### config.mk
export PLATFORM = sky130hd
export DESIGN_NAME = pocd_top
export DESIGN_NICKNAME = d
export VERILOG_FILES = /design/src/pocd_port.v /design/src/pocd_top.v
export VERILOG_INCLUDE_DIRS = /design/src /design/src/common
export SDC_FILE = /design/constraint.sdc
export NUM_CORES = 1
export LEC_CHECK = 0
export BUFFER_PORTS_ARGS = -buffer_cell sky130_fd_sc_hd__buf_2
export CAP_MARGIN = 20
export CORE_MARGIN = 3
export CORE_UTILIZATION = 55
export CTS_CLUSTER_DIAMETER = 60
export DETAILED_ROUTE_END_ITERATION = 12
export HOLD_SLACK_MARGIN = 0.02
export PLACE_DENSITY = 0.86
export SYNTH_ARGS = -nofsm -noshare
export SYNTH_HDL_FRONTEND = slang
export SYNTH_SLANG_ARGS = --single-unit
export TNS_END_PERCENT = 1
### constraint.sdc
create_clock -name aclk -period 4 [get_ports aclk]
set_input_delay 0.6 -clock aclk [delete_from_list [all_inputs] [get_ports aclk]]
set_output_delay 0.6 -clock aclk [all_outputs]
set_load 0.1 [all_outputs]
### src/common/pocd_regs.vh
// register map, field layout, reset values and timing counts of the overcurrent block
`ifndef POCD_REGS_VH
`define POCD_REGS_VH

// register indices; byte address is four times the index
`define POCD_IDX_LOCKOUT   14'h30e1
`define POCD_IDX_MINWIDTH  14'h30ea
`define POCD_IDX_WINDOW    14'h30eb
`define POCD_IDX_CTRL      14'h30f0
`define POCD_IDX_STATUS    14'h30f1
`define POCD_IDX_MASK      14'h30f2
`define POCD_IDX_STATE     14'h30f3

// reset values
`define POCD_RST_LOCKOUT   8'h0a
`define POCD_RST_MINWIDTH  4'h5
`define POCD_RST_WINDOW    8'h14
`define POCD_RST_CTRL      9'h000

// field layout
`define POCD_NPORTS        6
`define POCD_CTRL_GANG     8
`define POCD_STATE_GANG    8

// register select codes from the address decoder
`define POCD_SEL_NONE      3'h0
`define POCD_SEL_LOCKOUT   3'h1
`define POCD_SEL_MINWIDTH  3'h2
`define POCD_SEL_WINDOW    3'h3
`define POCD_SEL_CTRL      3'h4
`define POCD_SEL_STATUS    3'h5
`define POCD_SEL_MASK      3'h6
`define POCD_SEL_STATE     3'h7

// bus responses
`define POCD_RESP_OKAY     2'b00
`define POCD_RESP_SLVERR   2'b10

// time base: one step of every timing register is 1 ms
`define POCD_STEP_NS       1000000
`define POCD_CLK_NS        40

`endif

### src/pocd_port.v
// one pin's power drive, start lockout and overcurrent filter
`default_nettype none

module pocd_port
(
  // clock and reset
  input  wire       aclk,
  input  wire       aresetn,
  // time base and configuration
  input  wire       tick,         // one cycle every 1 ms
  input  wire [3:0] min_width,    // single pulse width, ms
  input  wire [7:0] window,       // double pulse window, ms
  input  wire [7:0] lockout,      // start lockout, ms
  // control
  input  wire       power_on,     // wanted power state
  // pin
  input  wire       pin_in,
  output reg        pin_oe_n,     // low while driving low
  output reg        pullup_en,
  // result
  output reg        oc_event      // detection, high each cycle a trip condition holds
);

  reg [7:0] lock_cnt;   // remaining lockout, ms
  reg       powered;    // power state of last cycle
  reg [3:0] low_ms;     // ms of unbroken low samples
  reg       was_low;    // previous sample was low
  reg       armed;      // first low group has ended
  reg [7:0] win_cnt;    // remaining double window, ms
  wire      sampling;   // pin is being watched
  wire      low;        // qualified low sample

  assign sampling = powered & power_on & (lock_cnt == 8'h00);
  assign low      = sampling & ~pin_in;

  // pin drive: off means hard low with pull-up off
  always @(posedge aclk)
  begin
    if (!aresetn)
    begin
      pin_oe_n  <= 1'b0;
      pullup_en <= 1'b0;
    end
    else
    begin
      pin_oe_n  <= power_on;
      pullup_en <= power_on;
    end
  end

  // lockout timer restarts at every power-on edge
  always @(posedge aclk)
  begin
    if (!aresetn)
    begin
      powered  <= 1'b0;
      lock_cnt <= 8'h00;
    end
    else
    begin
      powered <= power_on;
      if (power_on & ~powered)
        lock_cnt <= lockout;
      else if (!power_on)
        lock_cnt <= 8'h00;
      else if (tick && lock_cnt != 8'h00)
        lock_cnt <= lock_cnt - 8'h01;
    end
  end

  // single and double pulse filters
  always @(posedge aclk)
  begin
    if (!aresetn || !sampling)
    begin
      // idle filters while off or locked out, so ramp glitches are forgotten
      low_ms   <= 4'h0;
      was_low  <= 1'b0;
      armed    <= 1'b0;
      win_cnt  <= 8'h00;
      oc_event <= 1'b0;
    end
    else
    begin
      was_low  <= low;
      oc_event <= 1'b0;
      // continuous low run, saturating
      if (!low)
        low_ms <= 4'h0;
      else if (tick && low_ms != 4'hf)
        low_ms <= low_ms + 4'h1;
      if (low && low_ms >= min_width)
        oc_event <= 1'b1;
      // end of a first low group opens the window
      if (was_low && !low && !armed)
      begin
        armed   <= 1'b1;
        win_cnt <= window;
      end
      else if (armed)
      begin
        if (low)
          oc_event <= 1'b1;
        else if (tick)
        begin
          // window of zero closes at the first tick, as a window of one does; software must avoid it
          if (win_cnt <= 8'h01)
            armed <= 1'b0;
          win_cnt <= win_cnt - 8'h01;
        end
      end
    end
  end

endmodule // pocd_port

`default_nettype wire

### src/pocd_top.v
// port power control and overcurrent detection with an axi4-lite register slave
// Function
// sample pin continuously while port enabled
// long unbroken low pulse flags overcurrent
// two low groups within window flag overcurrent
// pulse width four bits, 1 ms, default 5
// double window eight bits, 1 ms, default 20
// ignore pin during lockout after power-on
// lockout eight bits, 1 ms, default 10
// software never writes zero window or lockout
// power off drives pin low, pull-up off
// power on releases driver, enables pull-up
// poly fuse needs zero power-good delay
// ganged shared pin flags every port
// individual mode is the reset default
// flag holds, port stays off until acknowledged
//
// Chosen here: the AXI4-Lite interface to the registers.
`include "pocd_regs.vh"
`default_nettype none

module pocd_top
#(
  parameter STEP_CYCLES = `POCD_STEP_NS / `POCD_CLK_NS  // clocks per 1 ms step
)
(
  // clock and reset
  input  wire        aclk,
  input  wire        aresetn,
  // axi4-lite write address
  input  wire [15:0] s_axi_awaddr,
  input  wire [2:0]  s_axi_awprot,
  input  wire        s_axi_awvalid,
  output reg         s_axi_awready,
  // axi4-lite write data
  input  wire [31:0] s_axi_wdata,
  input  wire [3:0]  s_axi_wstrb,
  input  wire        s_axi_wvalid,
  output reg         s_axi_wready,
  // axi4-lite write response
  output reg  [1:0]  s_axi_bresp,
  output reg         s_axi_bvalid,
  input  wire        s_axi_bready,
  // axi4-lite read address
  input  wire [15:0] s_axi_araddr,
  input  wire [2:0]  s_axi_arprot,
  input  wire        s_axi_arvalid,
  output reg         s_axi_arready,
  // axi4-lite read data
  output reg  [31:0] s_axi_rdata,
  output reg  [1:0]  s_axi_rresp,
  output reg         s_axi_rvalid,
  input  wire        s_axi_rready,
  // per-port power and sense pins
  input  wire [5:0]  port_power_sense_pin_in,
  output wire [5:0]  port_power_sense_pin_oe_n,
  output wire [5:0]  port_power_sense_pin_pullup,
  // shared pin for ganged mode
  input  wire        shared_power_pin_in,
  output wire        shared_power_pin_oe_n,
  output wire        shared_power_pin_pullup,
  // interrupt
  output reg         irq
);

  localparam NP = `POCD_NPORTS;

  // configuration and status registers
  reg  [7:0]    lockout;      // start lockout, ms
  reg  [3:0]    min_width;    // single pulse width, ms
  reg  [7:0]    window;       // double pulse window, ms
  reg  [8:0]    ctrl;         // port enables and gang select
  reg  [NP-1:0] oc_flag;      // sticky overcurrent per port
  reg  [NP-1:0] mask;         // interrupt enables
  // bus state
  reg           aw_held;      // address taken, waiting for data
  reg           w_held;       // data taken, waiting for address
  reg  [15:0]   aw_addr;
  reg  [31:0]   w_data;
  reg  [3:0]    w_strb;
  // time base
  reg  [15:0]   step_cnt;
  reg           tick;
  // power decisions
  reg  [NP-1:0] port_power;   // individual port power
  reg           gang_power;   // shared pin power
  wire [NP-1:0] port_event;
  wire          gang_event;
  wire          gang;
  wire [2:0]    wsel;
  wire [2:0]    rsel;
  reg  [NP-1:0] oc_clr;
  reg  [NP-1:0] oc_set;

  // address to register select; used by both read and write paths
  function [2:0] reg_sel;
    input [15:0] addr;
    begin
      case (addr[15:2])
        `POCD_IDX_LOCKOUT:  reg_sel = `POCD_SEL_LOCKOUT;
        `POCD_IDX_MINWIDTH: reg_sel = `POCD_SEL_MINWIDTH;
        `POCD_IDX_WINDOW:   reg_sel = `POCD_SEL_WINDOW;
        `POCD_IDX_CTRL:     reg_sel = `POCD_SEL_CTRL;
        `POCD_IDX_STATUS:   reg_sel = `POCD_SEL_STATUS;
        `POCD_IDX_MASK:     reg_sel = `POCD_SEL_MASK;
        `POCD_IDX_STATE:    reg_sel = `POCD_SEL_STATE;
        default:            reg_sel = `POCD_SEL_NONE;
      endcase
    end
  endfunction

  assign gang = ctrl[`POCD_CTRL_GANG];
  assign wsel = reg_sel(aw_addr);
  assign rsel = reg_sel(s_axi_araddr);

  // 1 ms step generator shared by all filters
  always @(posedge aclk)
  begin
    if (!aresetn)
    begin
      step_cnt <= 16'h0000;
      tick     <= 1'b0;
    end
    else if (step_cnt == STEP_CYCLES[15:0] - 16'h0001)
    begin
      step_cnt <= 16'h0000;
      tick     <= 1'b1;
    end
    else
    begin
      step_cnt <= step_cnt + 16'h0001;
      tick     <= 1'b0;
    end
  end

  // per-port filters
  genvar g;
  generate
    for (g = 0; g < NP; g = g + 1)
    begin : gen_port
      pocd_port u_port
      (
        .aclk      (aclk),
        .aresetn   (aresetn),
        .tick      (tick),
        .min_width (min_width),
        .window    (window),
        .lockout   (lockout),
        .power_on  (port_power[g]),
        .pin_in    (port_power_sense_pin_in[g]),
        .pin_oe_n  (port_power_sense_pin_oe_n[g]),
        .pullup_en (port_power_sense_pin_pullup[g]),
        .oc_event  (port_event[g])
      );
    end
  endgenerate

  // shared pin filter for ganged mode
  pocd_port u_gang
  (
    .aclk      (aclk),
    .aresetn   (aresetn),
    .tick      (tick),
    .min_width (min_width),
    .window    (window),
    .lockout   (lockout),
    .power_on  (gang_power),
    .pin_in    (shared_power_pin_in),
    .pin_oe_n  (shared_power_pin_oe_n),
    .pullup_en (shared_power_pin_pullup),
    .oc_event  (gang_event)
  );

  // power decision: flagged ports stay off until the flag is cleared
  always @(posedge aclk)
  begin
    if (!aresetn)
    begin
      port_power <= {NP{1'b0}};
      gang_power <= 1'b0;
    end
    else
    begin
      port_power <= {NP{~gang}} & ctrl[NP-1:0] & ~oc_flag;
      gang_power <= gang & (|ctrl[NP-1:0]) & ~(|oc_flag);
    end
  end

  // set and clear terms of the sticky flags
  always @*
  begin
    oc_set = port_event | {NP{gang_event}};
    oc_clr = {NP{1'b0}};
    if (aw_held && w_held && !s_axi_bvalid && wsel == `POCD_SEL_STATUS && w_strb[0])
      oc_clr = w_data[NP-1:0];
  end

  // write channel: address and data taken in either order
  always @(posedge aclk)
  begin
    if (!aresetn)
    begin
      s_axi_awready <= 1'b1;
      s_axi_wready  <= 1'b1;
      s_axi_bvalid  <= 1'b0;
      s_axi_bresp   <= `POCD_RESP_OKAY;
      aw_held       <= 1'b0;
      w_held        <= 1'b0;
      aw_addr       <= 16'h0000;
      w_data        <= 32'h00000000;
      w_strb        <= 4'h0;
    end
    else
    begin
      if (s_axi_awvalid && s_axi_awready)
      begin
        aw_held       <= 1'b1;
        aw_addr       <= s_axi_awaddr;
        s_axi_awready <= 1'b0;
      end
      if (s_axi_wvalid && s_axi_wready)
      begin
        w_held       <= 1'b1;
        w_data       <= s_axi_wdata;
        w_strb       <= s_axi_wstrb;
        s_axi_wready <= 1'b0;
      end
      if (aw_held && w_held && !s_axi_bvalid)
      begin
        // unmapped addresses answer slverr and store nothing
        s_axi_bvalid <= 1'b1;
        s_axi_bresp  <= (wsel == `POCD_SEL_NONE) ? `POCD_RESP_SLVERR : `POCD_RESP_OKAY;
      end
      else if (s_axi_bvalid && s_axi_bready)
      begin
        s_axi_bvalid  <= 1'b0;
        aw_held       <= 1'b0;
        w_held        <= 1'b0;
        s_axi_awready <= 1'b1;
        s_axi_wready  <= 1'b1;
      end
    end
  end

  // register stores; set beats clear on the flags
  always @(posedge aclk)
  begin
    if (!aresetn)
    begin
      lockout   <= `POCD_RST_LOCKOUT;
      min_width <= `POCD_RST_MINWIDTH;
      window    <= `POCD_RST_WINDOW;
      ctrl      <= `POCD_RST_CTRL;
      oc_flag   <= {NP{1'b0}};
      mask      <= {NP{1'b0}};
    end
    else
    begin
      oc_flag <= (oc_flag & ~oc_clr) | oc_set;
      if (aw_held && w_held && !s_axi_bvalid)
      begin
        // zero in window or lockout is stored as written; keeping it out is software's job
        case (wsel)
          `POCD_SEL_LOCKOUT:  if (w_strb[0]) lockout <= w_data[7:0];
          `POCD_SEL_MINWIDTH: if (w_strb[0]) min_width <= w_data[3:0];
          `POCD_SEL_WINDOW:   if (w_strb[0]) window <= w_data[7:0];
          `POCD_SEL_CTRL:
          begin
            if (w_strb[0])
              ctrl[NP-1:0] <= w_data[NP-1:0];
            if (w_strb[1])
              ctrl[`POCD_CTRL_GANG] <= w_data[`POCD_CTRL_GANG];
          end
          `POCD_SEL_MASK:     if (w_strb[0]) mask <= w_data[NP-1:0];
          default:            ;
        endcase
      end
    end
  end

  // read channel: answer in the cycle after the address is taken
  always @(posedge aclk)
  begin
    if (!aresetn)
    begin
      s_axi_arready <= 1'b1;
      s_axi_rvalid  <= 1'b0;
      s_axi_rdata   <= 32'h00000000;
      s_axi_rresp   <= `POCD_RESP_OKAY;
    end
    else if (s_axi_arvalid && s_axi_arready)
    begin
      s_axi_arready <= 1'b0;
      s_axi_rvalid  <= 1'b1;
      s_axi_rresp   <= `POCD_RESP_OKAY;
      case (rsel)
        `POCD_SEL_LOCKOUT:  s_axi_rdata <= {24'h000000, lockout};
        `POCD_SEL_MINWIDTH: s_axi_rdata <= {28'h0000000, min_width};
        `POCD_SEL_WINDOW:   s_axi_rdata <= {24'h000000, window};
        `POCD_SEL_CTRL:     s_axi_rdata <= {23'h000000, ctrl};
        `POCD_SEL_STATUS:   s_axi_rdata <= {26'h0000000, oc_flag};
        `POCD_SEL_MASK:     s_axi_rdata <= {26'h0000000, mask};
        `POCD_SEL_STATE:    s_axi_rdata <= {23'h000000, gang_power, 2'b00, port_power};
        default:
        begin
          s_axi_rdata <= 32'h00000000;
          s_axi_rresp <= `POCD_RESP_SLVERR;
        end
      endcase
    end
    else if (s_axi_rvalid && s_axi_rready)
    begin
      s_axi_rvalid  <= 1'b0;
      s_axi_arready <= 1'b1;
    end
  end

  // level interrupt from unmasked flags
  always @(posedge aclk)
  begin
    if (!aresetn)
      irq <= 1'b0;
    else
      irq <= |(oc_flag & mask);
  end

endmodule // pocd_top

`default_nettype wire

## Yosys cells after proc, flatten, opt, wreduce, memory -nomap -nowiden

Index checks and enable logic that the tools add are counted.
Widths: inputs -> output; s select.

| storage, ports and cells | value |
|---|---|
| word-level logic and storage cells | 488 |
| RAM bits | 0 |
| latch bits | 0 |
| register bits | 302 |
| ROM bits | 0 |
| memories kept | 0 |

| cells by class | value |
|---|---|
| reductions and logical operators | 130 |
| $add $sub $neg | 22 |
| bitwise gates (word level) | 62 |
| magnitude comparators | 14 |
| divide/modulo/power cells | 0 |
| multiply operators | 0 |
| shift-type cells | 0 |
| multiplexer cells | 137 |
| eq/ne operators | 49 |

Operator list:

| kind | count |
|---|---|
| $mux 8 | 49 |
| $eq 14x14->1 const B | 14 |
| $sub 8x1->8 const B | 14 |
| $mux 1 | 82 |
| $pmux 9 s7 | 1 |
| $le 8x1->1 const B | 7 |
| $logic_not 8->1 | 7 |
| $reduce_bool 8->1 | 7 |
| $logic_and 1x1->1 | 44 |
| $pmux 3 s7 | 2 |
| $reduce_and 3->1 | 13 |
| $reduce_bool 2->1 | 16 |
| $and 1x1->1 | 30 |
| $add 4x1->4 const B | 7 |
| $ge 4x4->1 | 7 |
| $ne 4x4->1 const B | 7 |
| $and 6x6->6 | 4 |
| $not 1->1 | 24 |
| $logic_not 1->1 | 23 |
| $eq 3x3->1 const B | 7 |
| $ne 3x1->1 const B | 7 |
| $reduce_or 6->1 | 3 |
| $add 16x1->16 const B | 1 |
| $eq 16x15->1 const B | 1 |
| other kinds (11) | 37 |

## Longest topological paths before layout

Gate-level depths: netlist of run 1.

| logic depth | value |
|---|---|
| depth in word-level cells | 9 |
| depth in mapped cells | 9 |
| gate-level depth less buffers | 7 |

## By module

Synthesis of run 1 repeated with hierarchy kept, for this count alone.

| second synthesis, totals | value |
|---|---|
| cells, all modules | 1842 |
| area, all modules | 14903.0 sq um |

By module, submodules not included:

| module | cells each | sequential area each (sq um) | area an instance (sq um) | times used |
|---|---|---|---|---|
| pocd_port | 185 | 480.5 | 1453.9 | 7 |
| pocd_top | 547 | 2142.1 | 4725.8 | 1 |

## Least setup slack after synthesis of run 1

OpenSTA, ideal clock, no wires.

| timing | value |
|---|---|
| path kind | reg-to-reg |
| from | register u_gang.pin_oe_n (netlist name) |
| to | register u_gang.win_cnt[1] |
| stages on the path, launching flop included | 6 |
| setup time | 0.126 ns |
| data arrival time | 2.278 ns |
| slack | 1.595 ns |
| path buffers | 1 |
| cell sequence | dfxtp_1 nand4b_1 or4_4 buf_6 a22oi_1 nor2_1 |

RTL lines:

| what | line | RTL |
|---|---|---|
| end signal: assignment | pocd_port.v:98 | `win_cnt <= window;` |
| end signal: assignment | pocd_port.v:109 | `win_cnt <= win_cnt - 8'h01;` |
| end: declaration | pocd_port.v:29 | `reg [7:0] win_cnt;` |

## Final worst setup path of run 1

| timing | value |
|---|---|
| from | register tick |
| to | register gen_port[2].u_port.win_cnt[7] |

| between the ends | value |
|---|---|
| word-level cells in the longest chain between the ends | 2 |

RTL lines:

| what | line | RTL |
|---|---|---|
| start: declaration | pocd_top.v:83 | `reg tick;` |
| start signal: assignment | pocd_top.v:122 | `tick <= 1'b0;` |
| start signal: assignment | pocd_top.v:127 | `tick <= 1'b1;` |
| start signal: assignment | pocd_top.v:132 | `tick <= 1'b0;` |
| $reduce_bool 2->1 (no line) | -- |  |
| $reduce_and 3->1 (no line) | -- |  |
| end signal: assignment | pocd_port.v:98 |  |
| end signal: assignment | pocd_port.v:109 |  |
| end: declaration | pocd_port.v:29 |  |

No other way between the ends.
A chain may end at the register's enable or synchronous reset.

==> results of run 1 <==
-- power breakdown --
part,switching (mW),internal [mW]
clock,1.09,1.59
combinational,0.225,0.0521
sequential,0.0247,2.76
-- per-layer routing --
metal / global-route usage / share of wire / vias to the layer above
li1: - / - / 6248
met1: 0.329 / 0.41 / 6135
met2: 0.417 / 0.46 / 600
met3: 0.0456 / 0.089 / 117
met4: 0.114 / 0.044 / 0
met5: 0 / 0 / -
-- cells in the mapped netlist (12+ instances only) --
cell,number,area share
a211oi_1,25,0.013
a21oi_1,151,0.053
a22o_1,25,0.015
a22oi_1,31,0.016
a31oi_1,17,0.0075
and2_1,18,0.0079
buf_4,38,0.020
clkbuf_1,67,0.018
dfxtp_1,275,0.39
ha_1,57,0.050
inv_1,70,0.018
mux2i_1,60,0.042
nand2_1,187,0.049
nand2b_1,15,0.0066
nand3_1,49,0.017
nand4_1,18,0.0079
nor2_1,181,0.048
nor2b_1,36,0.016
nor3_1,52,0.018
nor3b_1,21,0.011
nor4_1,33,0.014
o21ai_0,117,0.041
or4_1,12,0.0063
xnor2_1,32,0.020
xor2_1,14,0.0086
-- path summary, 6_finish.rpt --
kind | from | endpoint | slack, ps
worst max-delay path | tick | gen_port[2].u_port.win_cnt[7] | 1540
worst min-delay path | s_axi_awvalid | s_axi_awready | 250
worst max register to register | tick | gen_port[2].u_port.win_cnt[7] | 1540
worst min register to register | aw_addr[7] | aw_addr[7] | 450
-- per-stage QoR --
| stage | std cells | hold slack [ps] | cell area (µm²) |
|---|---|---|---|
| 2_1_floorplan | 1784 | 418 | 14300 |
| 3_3_place_gp | 2079 | 431 | 14600 |
| 3_5_place_dp | 2079 | 437 | 14600 |
| 4_1_cts | 2130 | 237 | 15500 |
| 5_1_grt | 2130 | 255 | 15500 |
| 6_report | 2130 | 253 | 15500 |
-- cell families after synthesis --
logic type | Yosys count | share of synthesized area
fa+ha+maj | 57 | 0.0500
simple gates | 683 | 0.238
flops | 275 | 0.386
other cells | 1 | 0.000263
xor+xnor | 46 | 0.0283
buf+inv | 194 | 0.0627
compound gates | 438 | 0.188
mux | 66 | 0.0469
-- flip-flops by register name (all words and copies together), names as in the netlist, 2 cells and up --
name,flops
u_gang.lock_cnt,8
gen_port.u_port.low_ms,24
step_cnt,16
s_axi_rdata,9
gen_port.u_port.was_low,6
w_strb,2
gen_port.u_port.pin_oe_n,6
window,8
w_data,9
gen_port.u_port.lock_cnt,48
lockout,8
port_power,6
mask,6
u_gang.low_ms,4
gen_port.u_port.armed,6
oc_flag,6
gen_port.u_port.oc_event,6
gen_port.u_port.win_cnt,48
ctrl,7
min_width,4
u_gang.win_cnt,8
aw_addr,14
-- area by class of cell --
cell class | count | area [µm²] | share of cell area
multi-input cells | 1315 | 7950 | 0.511
flip-flops and latches | 275 | 5510 | 0.354
clock buffers | 45 | 896 | 0.0576
repair buffers | 87 | 445 | 0.0287
well taps | 330 | 413 | 0.0266
inverters | 72 | 270 | 0.0174
clock inverters | 6 | 61.3 | 0.00395
==> run metrics, run 1 <==
antenna violations before repair 0; final hold violations 0; final core utilization 0.614; Die Area about 28000 µm²; #FFs+latches synth approximately 280; fill cell count between 2000 and 2500; area delta synth->final 9.00%; fraction of layout cells with a size suffix above 1 0.0922; Slew headroom 0.326; # hold bufs at CTS 0; Post CTS Setup Buffer Count 0; skew final 20.3 ps; Worst setup EP type register; Min Clock Period, post-route approximately 2500 ps; max-cap viol count 0; CTS Sinks 275; R2R depth 6; WS Path Type reg2reg; worst skew pair latency 550 ps; Largest delay share family, worst path flip-flops; status finished, final reports clean; Post-Syn Area per Cell 8.10 µm²; I/O Buffers between 80 and 90; clock root cell clkbuf_16; Seq/Total Area, Yosys 0.386; RePlAce Congestion 0.879; Max FO, Critical Path 38; Clock transition at path regs around 60 ps; crit-path most repeated cell nand2_1; Post-synth EDFFs 0; global-route wire length before repair 60100 µm; row count 58; fraction of the cycle the final worst path needs 0.616; mapped cell area around 14000 µm²; Synth Flop Type dfxtp_1; antenna cells 0; Post-DP HPWL between 20000 and 25000 µm; critical path cell sequence buf_4 > nand2_1 > nor4_1 > a22o_1 > nand2_1 > a21oi_1; effective utilization at floorplan 0.563; CP startpoint kind register; CTS tree yes; worst-margin pin slew 1000 ps; pwr/cell area around 370 nW/µm²; DR DRC count 0; post_cts resized 0; pre-CTS setup slack 1620 ps; final layout net count 1924; die width about 170 µm; CTS Buf Count 28; Worst path slowest cell dfxtp_2; Data required, critical path between 4000 and 5000 ps; num ports 144; Netlist cell types 79; drt total wl 37400 µm; CORE AREA 25300 µm²; Vias 13100; DRT iter0 DRCs about 1400; CP Buf/Inv Count 1; fmax 0.406 GHz; clock tree buffer depth 3; Hold Path Depth 2; drt wl/cell 17.5 µm; Arr. time, crit path 2910 ps; Congestion Overflow GR 0; commonest non-fill, non-tap cell in the layout dfxtp_1; yosys warns 0; RSZ-0062 raised after global routing no; most frequent cells in the layout dfxtp_1 (274), nand2_1 (187), nor2_1 (181); H-Tree Depth 1; via/cell ratio 6.15; ys async rst share 0; Mapped Cells 1760; Final Power 5.74 mW; Final Worst Setup Slack 1540 ps; critical path depth in cells 6; Die Span Y between 150 and 200 µm; Hold Path Class in2reg; vias in the first global route 12200; max-slew violations 0; GRT Util Overall 0.255; Fin Setup TNS 0 ps; Finish-stage setup viols 0; largest net degree at the start of global routing 46; Max VDD drop ~0.36 mV; antenna-violating nets left 0; Pleak between 5 and 6 nW; CP peak stage delay 770 ps; total iterations of the first detailed-routing run 7
Power figures use the tool's default switching activity.
==> run 2, diff against run 1 <==
--- a/config.mk
+++ b/config.mk
@@ -6,14 +6,15 @@
 export SDC_FILE = /design/constraint.sdc
 export NUM_CORES = 1
 export LEC_CHECK = 0
+export ABC_AREA = 1
 export BUFFER_PORTS_ARGS = -buffer_cell sky130_fd_sc_hd__buf_2
 export CAP_MARGIN = 20
 export CORE_MARGIN = 3
-export CORE_UTILIZATION = 55
+export CORE_UTILIZATION = 54
 export CTS_CLUSTER_DIAMETER = 60
 export DETAILED_ROUTE_END_ITERATION = 12
 export HOLD_SLACK_MARGIN = 0.02
-export PLACE_DENSITY = 0.86
+export PLACE_DENSITY = 0.88
 export SYNTH_ARGS = -nofsm -noshare
 export SYNTH_HDL_FRONTEND = slang
 export SYNTH_SLANG_ARGS = --single-unit
==> constraint.sdc (replaced) <==
create_clock -name aclk -period 2.15 [get_ports aclk]
set_input_delay 0.3225 -clock aclk [delete_from_list [all_inputs] [get_ports aclk]]
set_output_delay 0.3225 -clock aclk [all_outputs]
set_load 0.1 [all_outputs]
==> run 2 against run 1 <==
  * Clock skew shrank 6.9 ps
  * Register-to-register slack lost 1300 ps
  * Sequential share of layout area shrank 2.8 points
  * Non-clock buffer count grew 20
  * Die area grew 7.6%
  * Final area grew 8.7%
  * Fmax grew 27%
  * Clock power grew 110%
  * Worst hold slack lost 230 ps
  * Wire length grew 8.5%
  * Largest power group is now clock
  * Highest routed layer is now met5
==> run metrics, run 2 <==
status finished, final reports clean; Final Power between 10 and 15 mW; RSZ-0062 raised after global routing no; fraction of the cycle the final worst path needs 0.901; ys async rst share 0; Hold Path Depth 3; I/O Buffers 83; fmax 0.516 GHz; #FFs+latches synth 275; Data required, critical path 2650 ps; mapped cell area 15100 µm²; largest net degree at the start of global routing 76; skew final 13.4 ps; CP endpoint gen_port[4].u_port.win_cnt[0]; max-cap viol count 0; R2R Path End gen_port[4].u_port.win_cnt[0]; Worst path slowest cell dfxtp_1; Die Area around 30000 µm²; Finish-stage setup viols 0; CTS Sinks 275; die width 173 µm; via/cell ratio roughly 5.7; Clock transition at path regs roughly 60 ps; Commonest cells post-synth nand2_1 (442), nor2_1 (295), dfxtp_1 (275); Arr. time, crit path 2430 ps; critical path cell sequence inv_1 > ha_1 > nand2_2 > nor2_4 > nand3_2 > nand2_2 > nand2_2 > nor2_1 > nor2_1 > nor2_1; max-slew violations 0; Synth Flop Type dfxtp_1; WS Path Type reg2reg; total iterations of the first detailed-routing run 8; Worst setup EP type register; Fin Setup TNS 0 ps; RePlAce Congestion 0.952; CORE AREA around 27000 µm²; R2R setup slack 210 ps; worst-margin pin slew 712 ps; CTS tree yes; reg-to-reg critical path startpoint gen_port[4].u_port.lock_cnt[0]; Die Span Y 173 µm; pwr/cell area around 680 nW/µm²; global-route wire length before repair between 60000 and 70000 µm; Min Clock Period, post-route 1940 ps; Pleak ~6.9 nW; clock tree buffer depth 3; drt total wl 40500 µm; row count 60; crit path from gen_port[4].u_port.lock_cnt[0]; num ports between 100 and 150; area delta synth->final 11.8%; Largest regs gen_port.u_port.lock_cnt (48), gen_port.u_port.win_cnt (48), gen_port.u_port.low_ms (24); effective utilization at floorplan 0.554; drt wl/cell about 15 µm; Post-Syn Area per Cell 7.01 µm²; Mapped Cells 2155; Slew headroom 0.519; yosys warns 0; Max VDD drop between 0.8 and 0.9 mV; Max FO, Critical Path 12; Netlist cell types 57; antenna-violating nets left 0; most common cell in the netlist nand2_1; worst skew pair latency 560 ps; DRT iter0 DRCs between 1500 and 2000; ranking of synthesized cells by area dfxtp_1 (36%), nand2_1 (11%), nor2_1 (7.3%); DR DRC count 0; CP startpoint kind register; final hold slack 26.9 ps; H-Tree Depth 1; CTS Buf Count 30; Seq/Total Area, Yosys 0.365; Synth top area share 0.365; Congestion Overflow GR 0; CP peak stage delay 320 ps; final layout net count between 2000 and 2500; Hold Crit Start s_axi_awaddr[8]; clock root cell clkbuf_16; area leader, netlist dfxtp_1; GRT Util Overall 0.256; Vias 14900; commonest non-fill, non-tap cell in the layout nand2_1; fraction of layout cells with a size suffix above 1 0.114; final hold violations 0; vias in the first global route between 10000 and 15000; Post-synth EDFFs 0; most frequent cells in the layout nand2_1 (442), nor2_1 (295), dfxtp_1 (275); R2R depth 10; Hold Path Class in2reg; Post-DP HPWL around 28000 µm; antenna violations before repair 4
==> run 2: cell count changes in the layout (fill, tap and decap cells not counted), moves of 29 or more <==
cell | before | now
mux2i_1 | 60 | 0
nor2_1 | 181 | 295
nand2_1 | 187 | 442
nand3_1 | 49 | 142
inv_1 | 70 | 234
nor2b_1 | 36 | 0
o22ai_1 | 5 | 34
xor2_1 | 14 | 46
==> run 2: how the worst min path moves through the flow <==
stage,slack (ps),endpoint
4_1_cts,20,aw_addr[8]
3_3_place_gp,430,step_cnt[0]
3_5_place_dp,430,step_cnt[0]
2_1_floorplan,390,gen_port[1].u_port.was_low
6_report,30,aw_addr[8]
5_1_grt,40,gen_port[3].u_port.was_low
==> run 2: cell families after synthesis <==
group                      Yosys count  synth area share
AOI/OAI and AO/OA                  385             0.148
xor gates and xnor gates            65            0.0377
adders and majority gates           57            0.0472
buffers and inverters              342            0.0977
DFF                                275             0.365
other                                1          0.000248
and+or+nand+nor                   1030             0.305
==> run 2: power by group <==
part / switching [mW] / total (mW) / internal (mW)
sequential: 0.0560 / 5.21 / 5.15
clock: 2.19 / 5.65 / 3.46
combinational: 0.464 / 0.578 / 0.114
==> run 2: critical path: cells and delay by family (launching register included) <==
kind / cells / cell delay [ps]
flops: 1 / 320
simple gates: 8 / 1220
fa+ha+maj: 1 / 220
buf+inv: 1 / 100
==> run 2: final cells by class <==
class                   count  area, µm²
clock buffers              36        825
flip-flops and latches    275       5510
well taps                 372        465
clock inverters            19        269
inverters                 256        961
diodes                      2       5.00
repair buffers            107        648
fillers                  2301      10400
multi-input cells        1562       8210
==> run 2: repair_timing <==
| action | 4_1_cts | 5_1_grt |
|---|---|---|
| setup buffers | 0 | 0 |
| gates resized for setup | 0 | 0 |
| hold buffers | 6 | 0 |
| endpoints found under the hold margin | 6 | 0 |
==> run 2: metal layers <==
metal | GRT usage | part of all wire | routed length [µm] | up-vias
li1 | - | - | - | 7176
met1 | 0.318 | 0.40 | 16100 | 6925
met2 | 0.439 | 0.47 | 19100 | 619
met3 | 0.0442 | 0.085 | 3460 | 145
met4 | 0.107 | 0.046 | 1870 | 4
met5 | 0 | 0.00052 | 21 | -
==> run 2: through the flow <==
step / instances / cell area (µm²) / setup WS (ps) / util
after floorplan: 2179 / 15200 / 137 / -
after global placement: 2566 / 15700 / 343 / 0.577
after detailed placement: 2566 / 15700 / 289 / 0.577
after CTS: 2627 / 16900 / 228 / 0.620
after global routing: 2629 / 16900 / 88.7 / 0.620
final: 2629 / 16900 / 213 / 0.620
